### src/logic/vtxhr_pkg.sv
package vtxhr_pkg;

	localparam int unsigned TOPO_W = 5;
	localparam int unsigned DWORD_W = 32;
	localparam int unsigned HDR_W = 256;
	localparam int unsigned PW_W = 11;
	localparam int unsigned CLIP_W = 8;

	// Header field positions
	localparam int unsigned DW_MISC = 3;
	localparam int unsigned DW_POS_X = 4;
	localparam int unsigned DW_POS_Y = 5;
	localparam int unsigned DW_POS_Z = 6;
	localparam int unsigned DW_RHW = 7;
	localparam int unsigned PW_LSB = 8;
	localparam int unsigned CLIP_LSB = 0;

	// Readback point of this instance in the pipeline
	localparam logic [1:0] RB_GS_INPUT = 2'h0;
	localparam logic [1:0] RB_PRE_CLIP = 2'h1;
	localparam logic [1:0] RB_POST_CLIP = 2'h2;

	// Topology codes of the two dot-set topologies; plain defaults
	localparam logic [TOPO_W-1:0] TOPO_DOT_SET = 5'h01;
	localparam logic [TOPO_W-1:0] TOPO_DOT_SET_BACKFACE = 5'h02;

	localparam int unsigned FIFO_DEPTH = 8;

	typedef enum logic [1:0] {
		VTXHR_IDLE,
		VTXHR_WAIT,
		VTXHR_OUT
	} vtxhr_phase_t;

	function automatic logic vtxhr_is_dot(input logic [TOPO_W-1:0] t);
		return (t == TOPO_DOT_SET) || (t == TOPO_DOT_SET_BACKFACE);
	endfunction

endpackage

### src/logic/vtxhr_fifo.sv
module vtxhr_fifo #(
	parameter int unsigned WIDTH = 8,
	parameter int unsigned DEPTH = 8
) (
	input  wire logic             clk_i,
	input  wire logic             rst_i,
	input  wire logic             ce_i,
	input  wire logic             in_valid_i,
	output logic                  in_ready_o,
	input  wire logic [WIDTH-1:0] in_data_i,
	output logic                  out_valid_o,
	input  wire logic             out_ready_i,
	output logic [WIDTH-1:0]      out_data_o
);
	localparam int unsigned PW = (DEPTH > 1) ? $clog2(DEPTH) : 1;
	localparam int unsigned CW = $clog2(DEPTH + 1);

	typedef struct packed {
		logic [DEPTH-1:0][WIDTH-1:0] mem;
		logic [PW-1:0]               wr_ptr;
		logic [PW-1:0]               rd_ptr;
		logic [CW-1:0]               cnt;
		logic                        rdy;
		logic                        vld;
	} vtxhr_fifo_state_t;

	vtxhr_fifo_state_t st_q;
	vtxhr_fifo_state_t st_d;
	logic              push;
	logic              pop;

	assign in_ready_o = st_q.rdy;
	assign out_valid_o = st_q.vld;
	assign out_data_o = st_q.mem[st_q.rd_ptr];

	always_comb begin
		st_d = st_q;
		push = ce_i && in_valid_i && st_q.rdy;
		pop = ce_i && out_ready_i && st_q.vld;
		if (push) begin
			st_d.mem[st_q.wr_ptr] = in_data_i;
			st_d.wr_ptr = (st_q.wr_ptr == PW'(DEPTH - 1)) ? '0
				: st_q.wr_ptr + 1'b1;
		end
		if (pop) begin
			st_d.rd_ptr = (st_q.rd_ptr == PW'(DEPTH - 1)) ? '0
				: st_q.rd_ptr + 1'b1;
		end
		if (push && !pop) begin
			st_d.cnt = st_q.cnt + 1'b1;
		end else if (pop && !push) begin
			st_d.cnt = st_q.cnt - 1'b1;
		end
		// Registered flags keep both handshakes glitch free
		st_d.rdy = st_d.cnt < CW'(DEPTH);
		st_d.vld = st_d.cnt != '0;
	end

	always_ff @(posedge clk_i or posedge rst_i) begin
		if (rst_i) begin
			st_q <= '0;
			st_q.rdy <= 1'b1;
		end else begin
			st_q <= st_d;
		end
	end

endmodule

### src/logic/vtxhr_hdr_decode.sv
module vtxhr_hdr_decode
	import vtxhr_pkg::*;
(
	input  wire logic [vtxhr_pkg::HDR_W-1:0]   hdr_i,
	input  wire logic [vtxhr_pkg::TOPO_W-1:0]  topology_i,
	input  wire logic                          from_clip_i,
	input  wire logic [vtxhr_pkg::CLIP_W-1:0]  clip_mask_i,
	output logic [vtxhr_pkg::PW_W-1:0]         point_width_o,
	output logic [vtxhr_pkg::CLIP_W-1:0]       clip_bits_o,
	output logic [vtxhr_pkg::DWORD_W-1:0]      pos_x_o,
	output logic [vtxhr_pkg::DWORD_W-1:0]      pos_y_o,
	output logic [vtxhr_pkg::DWORD_W-1:0]      pos_z_o,
	output logic [vtxhr_pkg::DWORD_W-1:0]      rhw_o
);
	logic [DWORD_W-1:0] misc;

	// Dwords 0 to 2 and misc bits above the width never looked at
	assign misc = hdr_i[DW_MISC*DWORD_W +: DWORD_W];

	// Width zeroed for non-dot topologies
	assign point_width_o = vtxhr_is_dot(topology_i)
		? misc[PW_LSB +: PW_W] : '0;

	// Clipper output has no use for outside bits
	assign clip_bits_o = from_clip_i ? '0
		: (misc[CLIP_LSB +: CLIP_W] & clip_mask_i);

	assign pos_x_o = hdr_i[DW_POS_X*DWORD_W +: DWORD_W];
	assign pos_y_o = hdr_i[DW_POS_Y*DWORD_W +: DWORD_W];
	assign pos_z_o = hdr_i[DW_POS_Z*DWORD_W +: DWORD_W];
	assign rhw_o = hdr_i[DW_RHW*DWORD_W +: DWORD_W];

endmodule

### src/logic/vtxhr_top.sv
module vtxhr_top
	import vtxhr_pkg::*;
#(
	parameter int unsigned           HANDLE_W = 10,
	parameter int unsigned           OWNER_W  = 3,
	parameter int unsigned           SEQ_W    = 8,
	parameter int unsigned           VCNT_W   = 8,
	parameter logic [OWNER_W-1:0]    OWNER_ID = '0
) (
	input  wire logic                          clk_i,
	input  wire logic                          rst_i,
	input  wire logic                          ce_i,
	input  wire logic                          in_valid_i,
	output logic                               in_ready_o,
	input  wire logic [HANDLE_W-1:0]           in_handle_i,
	input  wire logic [vtxhr_pkg::TOPO_W-1:0]  in_topology_i,
	input  wire logic                          in_first_i,
	input  wire logic                          in_last_i,
	input  wire logic [OWNER_W-1:0]            in_owner_i,
	input  wire logic [SEQ_W-1:0]              in_seq_i,
	input  wire logic                          in_from_clip_i,
	input  wire logic [1:0]                    readback_point_i,
	input  wire logic [vtxhr_pkg::CLIP_W-1:0]  clip_enable_mask_i,
	input  wire logic                          gen_mode_i,
	input  wire logic [vtxhr_pkg::TOPO_W-1:0]  gen_topology_i,
	input  wire logic [VCNT_W-1:0]             gen_vertex_count_i,
	output logic                               rd_req_o,
	output logic [HANDLE_W-1:0]                rd_handle_o,
	input  wire logic                          rd_valid_i,
	input  wire logic [vtxhr_pkg::HDR_W-1:0]   rd_data_i,
	output logic                               out_valid_o,
	input  wire logic                          out_ready_i,
	output logic [HANDLE_W-1:0]                out_handle_o,
	output logic [vtxhr_pkg::TOPO_W-1:0]       out_topology_o,
	output logic                               out_first_o,
	output logic                               out_last_o,
	output logic [OWNER_W-1:0]                 out_owner_o,
	output logic [SEQ_W-1:0]                   out_seq_o,
	output logic                               out_hdr_valid_o,
	output logic [vtxhr_pkg::PW_W-1:0]         out_point_width_o,
	output logic [vtxhr_pkg::CLIP_W-1:0]       out_clip_bits_o,
	output logic [vtxhr_pkg::DWORD_W-1:0]      out_pos_x_o,
	output logic [vtxhr_pkg::DWORD_W-1:0]      out_pos_y_o,
	output logic [vtxhr_pkg::DWORD_W-1:0]      out_pos_z_o,
	output logic [vtxhr_pkg::DWORD_W-1:0]      out_rhw_o
);
	localparam int unsigned PKT_W = HANDLE_W + TOPO_W + 2 + OWNER_W
		+ SEQ_W + 1;

	typedef struct packed {
		vtxhr_phase_t         phase;
		logic [HANDLE_W-1:0]  handle;
		logic [TOPO_W-1:0]    topo;
		logic                 first;
		logic                 last;
		logic [OWNER_W-1:0]   owner;
		logic [SEQ_W-1:0]     seq;
		logic                 from_clip;
		logic                 rd_req;
		logic                 out_valid;
		logic                 hdr_valid;
		logic [PW_W-1:0]      pw;
		logic [CLIP_W-1:0]    clip;
		logic [DWORD_W-1:0]   pos_x;
		logic [DWORD_W-1:0]   pos_y;
		logic [DWORD_W-1:0]   pos_z;
		logic [DWORD_W-1:0]   reciprocal_w;
		logic [VCNT_W-1:0]    vcount;
		logic [SEQ_W-1:0]     gen_seq;
	} vtxhr_state_t;

	vtxhr_state_t        st_q;
	vtxhr_state_t        st_d;
	logic [PKT_W-1:0]    in_word;
	logic [PKT_W-1:0]    head_word;
	logic                head_valid;
	logic                fifo_pop;
	logic [HANDLE_W-1:0] head_handle;
	logic [TOPO_W-1:0]   head_topo;
	logic                head_first;
	logic                head_last;
	logic [OWNER_W-1:0]  head_owner;
	logic [SEQ_W-1:0]    head_seq;
	logic                head_from_clip;
	logic                need_rb;
	logic                gen_last;
	logic [PW_W-1:0]     dec_pw;
	logic [CLIP_W-1:0]   dec_clip;
	logic [DWORD_W-1:0]  dec_x;
	logic [DWORD_W-1:0]  dec_y;
	logic [DWORD_W-1:0]  dec_z;
	logic [DWORD_W-1:0]  dec_rhw;

	// Packets ride as one word through the buffer
	assign in_word = {in_handle_i, in_topology_i, in_first_i, in_last_i,
		in_owner_i, in_seq_i, in_from_clip_i};
	assign {head_handle, head_topo, head_first, head_last, head_owner,
		head_seq, head_from_clip} = head_word;

	vtxhr_fifo #(
		.WIDTH (PKT_W),
		.DEPTH (FIFO_DEPTH)
	) u_fifo (
		.clk_i       (clk_i),
		.rst_i       (rst_i),
		.ce_i        (ce_i),
		.in_valid_i  (in_valid_i),
		.in_ready_o  (in_ready_o),
		.in_data_i   (in_word),
		.out_valid_o (head_valid),
		.out_ready_i (fifo_pop),
		.out_data_o  (head_word)
	);

	// Decode straight from the read data so it lands in one edge
	vtxhr_hdr_decode u_dec (
		.hdr_i         (rd_data_i),
		.topology_i    (st_q.topo),
		.from_clip_i   (st_q.from_clip),
		.clip_mask_i   (clip_enable_mask_i),
		.point_width_o (dec_pw),
		.clip_bits_o   (dec_clip),
		.pos_x_o       (dec_x),
		.pos_y_o       (dec_y),
		.pos_z_o       (dec_z),
		.rhw_o         (dec_rhw)
	);

	// Post-clip point skips entries that threads upstream of it made
	assign need_rb = (readback_point_i != RB_POST_CLIP)
		|| head_from_clip;

	// Count of zero or one makes single-vertex topologies
	assign gen_last = (gen_vertex_count_i <= VCNT_W'(1))
		|| (st_q.vcount == gen_vertex_count_i - VCNT_W'(1));

	always_comb begin
		st_d = st_q;
		fifo_pop = 1'b0;
		if (ce_i) begin
			case (st_q.phase)
			VTXHR_IDLE: begin
				if (head_valid) begin
					fifo_pop = 1'b1;
					st_d.handle = head_handle;
					st_d.from_clip = head_from_clip;
					st_d.hdr_valid = 1'b0;
					st_d.pw = '0;
					st_d.clip = '0;
					st_d.pos_x = '0;
					st_d.pos_y = '0;
					st_d.pos_z = '0;
					st_d.reciprocal_w = '0;
					if (gen_mode_i) begin
						st_d.topo = gen_topology_i;
						st_d.first = st_q.vcount == '0;
						st_d.last = gen_last;
						st_d.owner = OWNER_ID;
						st_d.seq = st_q.gen_seq;
						st_d.gen_seq = st_q.gen_seq + 1'b1;
						st_d.vcount = gen_last ? '0
							: st_q.vcount + 1'b1;
					end else begin
						st_d.topo = head_topo;
						st_d.first = head_first;
						st_d.last = head_last;
						st_d.owner = head_owner;
						st_d.seq = head_seq;
					end
					if (need_rb) begin
						st_d.rd_req = 1'b1;
						st_d.phase = VTXHR_WAIT;
					end else begin
						st_d.out_valid = 1'b1;
						st_d.phase = VTXHR_OUT;
					end
				end
			end
			VTXHR_WAIT: begin
				// Only the 256 header bits are fetched; the rest stays put
				if (rd_valid_i) begin
					st_d.rd_req = 1'b0;
					st_d.hdr_valid = 1'b1;
					st_d.pw = dec_pw;
					st_d.clip = dec_clip;
					st_d.pos_x = dec_x;
					st_d.pos_y = dec_y;
					st_d.pos_z = dec_z;
					st_d.reciprocal_w = dec_rhw;
					st_d.out_valid = 1'b1;
					st_d.phase = VTXHR_OUT;
				end
			end
			VTXHR_OUT: begin
				if (out_ready_i) begin
					st_d.out_valid = 1'b0;
					st_d.phase = VTXHR_IDLE;
				end
			end
			default: begin
				st_d = '0;
			end
			endcase
		end
	end

	always_ff @(posedge clk_i or posedge rst_i) begin
		if (rst_i) begin
			st_q <= '0;
		end else begin
			st_q <= st_d;
		end
	end

	assign rd_req_o = st_q.rd_req;
	assign rd_handle_o = st_q.handle;
	assign out_valid_o = st_q.out_valid;
	assign out_handle_o = st_q.handle;
	assign out_topology_o = st_q.topo;
	assign out_first_o = st_q.first;
	assign out_last_o = st_q.last;
	assign out_owner_o = st_q.owner;
	assign out_seq_o = st_q.seq;
	assign out_hdr_valid_o = st_q.hdr_valid;
	assign out_point_width_o = st_q.pw;
	assign out_clip_bits_o = st_q.clip;
	assign out_pos_x_o = st_q.pos_x;
	assign out_pos_y_o = st_q.pos_y;
	assign out_pos_z_o = st_q.pos_z;
	assign out_rhw_o = st_q.reciprocal_w;
endmodule

### config.mk
export PLATFORM = sky130hd
export DESIGN_NAME = vtxhr_top
export DESIGN_NICKNAME = d
export VERILOG_FILES = /design/src/logic/vtxhr_pkg.sv /design/src/logic/vtxhr_fifo.sv /design/src/logic/vtxhr_hdr_decode.sv /design/src/logic/vtxhr_top.sv
export SDC_FILE = /design/constraint.sdc
export NUM_CORES = 1
export LEC_CHECK = 0
export BUFFER_PORTS_ARGS = -buffer_cell sky130_fd_sc_hd__clkbuf_2
export CAP_MARGIN = 0
export CORE_ASPECT_RATIO = 0.8
export CORE_MARGIN = 2
export CORE_UTILIZATION = 49
export DETAILED_ROUTE_END_ITERATION = 12
export PLACE_DENSITY_LB_ADDON = 0.1
export SLEW_MARGIN = 20
export SYNTH_ARGS = -nofsm -noshare
export SYNTH_HDL_FRONTEND = slang
export SYNTH_SLANG_ARGS = --single-unit
### constraint.sdc
create_clock -name clk_i -period 13 [get_ports clk_i]
set_input_delay 1.95 -clock clk_i [delete_from_list [all_inputs] [get_ports clk_i]]
set_output_delay 1.95 -clock clk_i [all_outputs]
set_load 0.05 [all_outputs]
==> results.yml <==
place:
  io_buffers: 394
  pre_cts_slack_ns: 8.42
  dp.final_hpwl_um: 33000
  place_congestion: 0.844
  dpl_cell_area_um2: 21700
routing:
  drtPass1Iterations: 7
  wirelength_um: 50100
  vias_per_cell: 5.30
  num_vias: 13300
  ant_nets: 0
  post_drt_wl_per_cell_um: 19.9
  drt_first_iter_violations: 700
  drc_errors: 0
cts:
  insertion_delay_ns: 0.56
  root_buffer: "clkbuf_16"
  post-cts-setup-buffer-count: 0
  clk_pin_slew_worst_paths_ns: 0.06
  cts.repair.resized: 0
  clock_sinks: 441
  cts.hold.buffers_added: 0
  cts_buffers: 45
  clock_path_buffers: 3
  htreeDepth: 2
  tritoncts: "built"
floorplanning:
  coreArea_um2: 41700
  fp.dieArea_um2: 43600
  rows: 67
  start_util: 0.493
  die_w_um: 233
  ios: 504
  die_y_um: 187
critical_path:
  slowest_delay_ns: 0.90
  r2r-end: "out_clip_bits_o[4]$_DFFE_PP0P_"
  critPathArrivalTime_ns: 4.48
  endpoint: "out_pos_z_o[15]$_DFFE_PP0P_"
  critical_path_class: "input pin to flip-flop"
  r2r-start: "st_q[196]$_DFFE_PP0P_"
  cp_max_fo: 101
  crit_start: "ce_i"
  cp-start-kind: "input pin"
  critPathBufInv: 2
  crit_family: "buffers and inverters"
  crit_chain: "clkbuf_2 -> o211ai_1 -> nor2_4 -> buf_4 -> nand3_1 -> nand2_1"
  cp_slowest_cell: "buf_4"
  critPathCaptureType: "flip-flop"
  reg2reg_depth: 7
  path_depth: 6
  r2r_slack_ns: 9.21
  cp.required_ns: 13.49
power_and_ir_drop:
  power_w: 0.00624
  ir_worst_vdd_v: 0.000126
  powerDensity_nw_per_um2: 269
  leakage_nw: 11.7
logic_synthesis:
  synth_area_leader_cell: "dfrtp_1"
  syn-cell-area_um2: 20600
  synth.avg_cell_area_um2: 11.7
  ys_ff_latch: 441
  async_flop_share: 1.00
  netlist.area_leader.share: 0.536
  ys_top_cells_by_area: "dfrtp_1 54%, mux2_2 13%, buf_4 6.7%"
  synthDistinctLibCells: 52
  syn-num-nets: 2082
  synthFlopType: "dfrtp_1"
  yosys_warnings: 0
  ys_seq_area_frac: 0.537
  syn_inst: 1753
  synth_enable_flop_cells: 0
layout:
  area_delta_synth_final_pct: 12.7
  stdcell_area_um2: 23200
  nets: 2258
  drive_gt1_frac: 0.411
  utilization: 0.556
flow_run:
  drv_cap: 0
status:
  status: "finished, final reports clean"
global_routing:
  grt_overflow: 0
  grt_pass1_wl_um: 78200
  grt_max_degree: 190
  grt_use_total: 0.231
  antenna_found_initial: 3
  grt_pass1_vias: 13500
timing:
  finClkSkew_ns: 0.0196
  grt_setup_unrepaired: "no"
  finalMaxSlewViolations: 0
  setup_viol: 0
  fin_crit_sh: 0.307
  finalSetupTns_ns: 0
  worst_slew_pin_slew_ns: 1.10
  max_freq_ghz: 0.251
  setup_slack_ns: 9.01
  fin_crit_ns: 3.99
  relSlewSlack: 0.265
  hold_violations: 0
min_path:
  hold_path.class: "flip-flop to flip-flop"
==> layout by cell type, fill, tap and decap left out, types with 10 or more instances in the layout <==
cell type	count
clkbuf_1	13
clkbuf_16	47
mux2_2	241
nand2_1	321
mux4_2	58
xnor2_1	11
nor2_1	34
ha_1	13
buf_4	21
dfrtp_1	437
clkbuf_8	10
nand3_1	156
xor2_1	12
o21ai_0	43
inv_1	14
clkbuf_2	394
mux2i_1	26
a21oi_1	20
==> per-stage QoR <==
stage	cells	hold slack, ns
final	2517	0.464
after global routing	2516	0.483
after CTS	2515	0.468
after detailed placement	2433	0.455
after global placement	2433	0.449
after floorplan	1753	0.440
==> per-layer routing <==
layer,GRT usage,share of wire,routed length [um],vias up
met5,0,0.00048,24,-
met4,0.0612,0.024,1210,4
met3,0.0409,0.047,2370,88
met2,0.366,0.47,23800,282
met1,0.329,0.45,22700,6775
li1,-,-,-,6183
==> worst min-delay path, stage by stage, from the launching register on <==
cell,delay [ns]
dfrtp_1,0.34
nand2_1,0.05
nand2_1,0.05
==> final cells by class <==
class / instances / area [um2]
tap: 552 / 691
fill: 3645 / 18500
antenna: 1 / 2.50
clock buffer: 70 / 1360
timing repair buffer: 417 / 2180
inverter: 15 / 60.1
multi-input combinational: 1009 / 7710
sequential: 441 / 11000
clock inverter: 12 / 114
==> power breakdown <==
group,switching (W),internal [W]
clock network,0.000531,0.000759
registers,0.000335,0.00195
logic,0.00174,0.000928
==> registers in the layout (all words and copies together), names as in the netlist <==
register,flops
out_rhw_o,32
out_point_width_o,11
out_pos_x_o,32
rd_req_o,1
out_topology_o,5
u_fifo.in_ready_o,1
out_owner_o,3
u_fifo.out_valid_o,1
u_fifo.st_q,242
out_hdr_valid_o,1
out_valid_o,1
out_handle_o,10
out_pos_z_o,32
out_first_o,1
out_seq_o,8
out_last_o,1
st_q,19
out_pos_y_o,32
out_clip_bits_o,8
==> logic make-up (layout without fill, tap and decap cells) <==
kind of cell	Yosys count	count (layout)	share of synthesized area
buffers and inverters	303	514	0.0908
other	0	1	0
muxes	326	326	0.209
AOI/OAI and AO/OA	87	87	0.0259
adders and majority gates	14	14	0.00852
and+or+nand+nor	559	559	0.119
DFF	441	441	0.537
xor gates and xnor gates	23	23	0.00980
==> cell usage after synthesis (all sizes together), types with 2 or more instances <==
library cell / number
nand3b: 2
clkbuf: 74
o21ai: 43
a31oi: 2
nand3: 157
ha: 14
mux4: 58
o211ai: 2
xor2: 12
nand2b: 7
nor2: 40
nand2: 321
nor3: 10
a22o: 8
nor4b: 2
dfrtp: 440
mux2i: 26
o41ai: 2
a21o: 2
xnor2: 11
or4: 3
inv: 15
nor3b: 2
mux2: 242
and3: 3
buf: 214
nand4: 3
nand4b: 2
a21oi: 20
a221o: 2
nor2b: 2
==> how the worst min path moves through the flow <==
stage	from	endpoint	slack (ns)	cells past startpoint
2_1_floorplan	out_point_width_o[0]$_DFFE_PP0P_	out_point_width_o[0]$_DFFE_PP0P_	0.44	2
3_3_place_gp	out_pos_y_o[5]$_DFFE_PP0P_	out_pos_y_o[5]$_DFFE_PP0P_	0.45	2
3_5_place_dp	out_pos_y_o[10]$_DFFE_PP0P_	out_pos_y_o[10]$_DFFE_PP0P_	0.45	2
4_1_cts	out_point_width_o[9]$_DFFE_PP0P_	out_point_width_o[9]$_DFFE_PP0P_	0.47	2
5_1_grt	out_pos_y_o[31]$_DFFE_PP0P_	out_pos_y_o[31]$_DFFE_PP0P_	0.48	2
6_report	out_point_width_o[9]$_DFFE_PP0P_	out_point_width_o[9]$_DFFE_PP0P_	0.46	2
No activity file was read; power rests on OpenSTA's default activity.
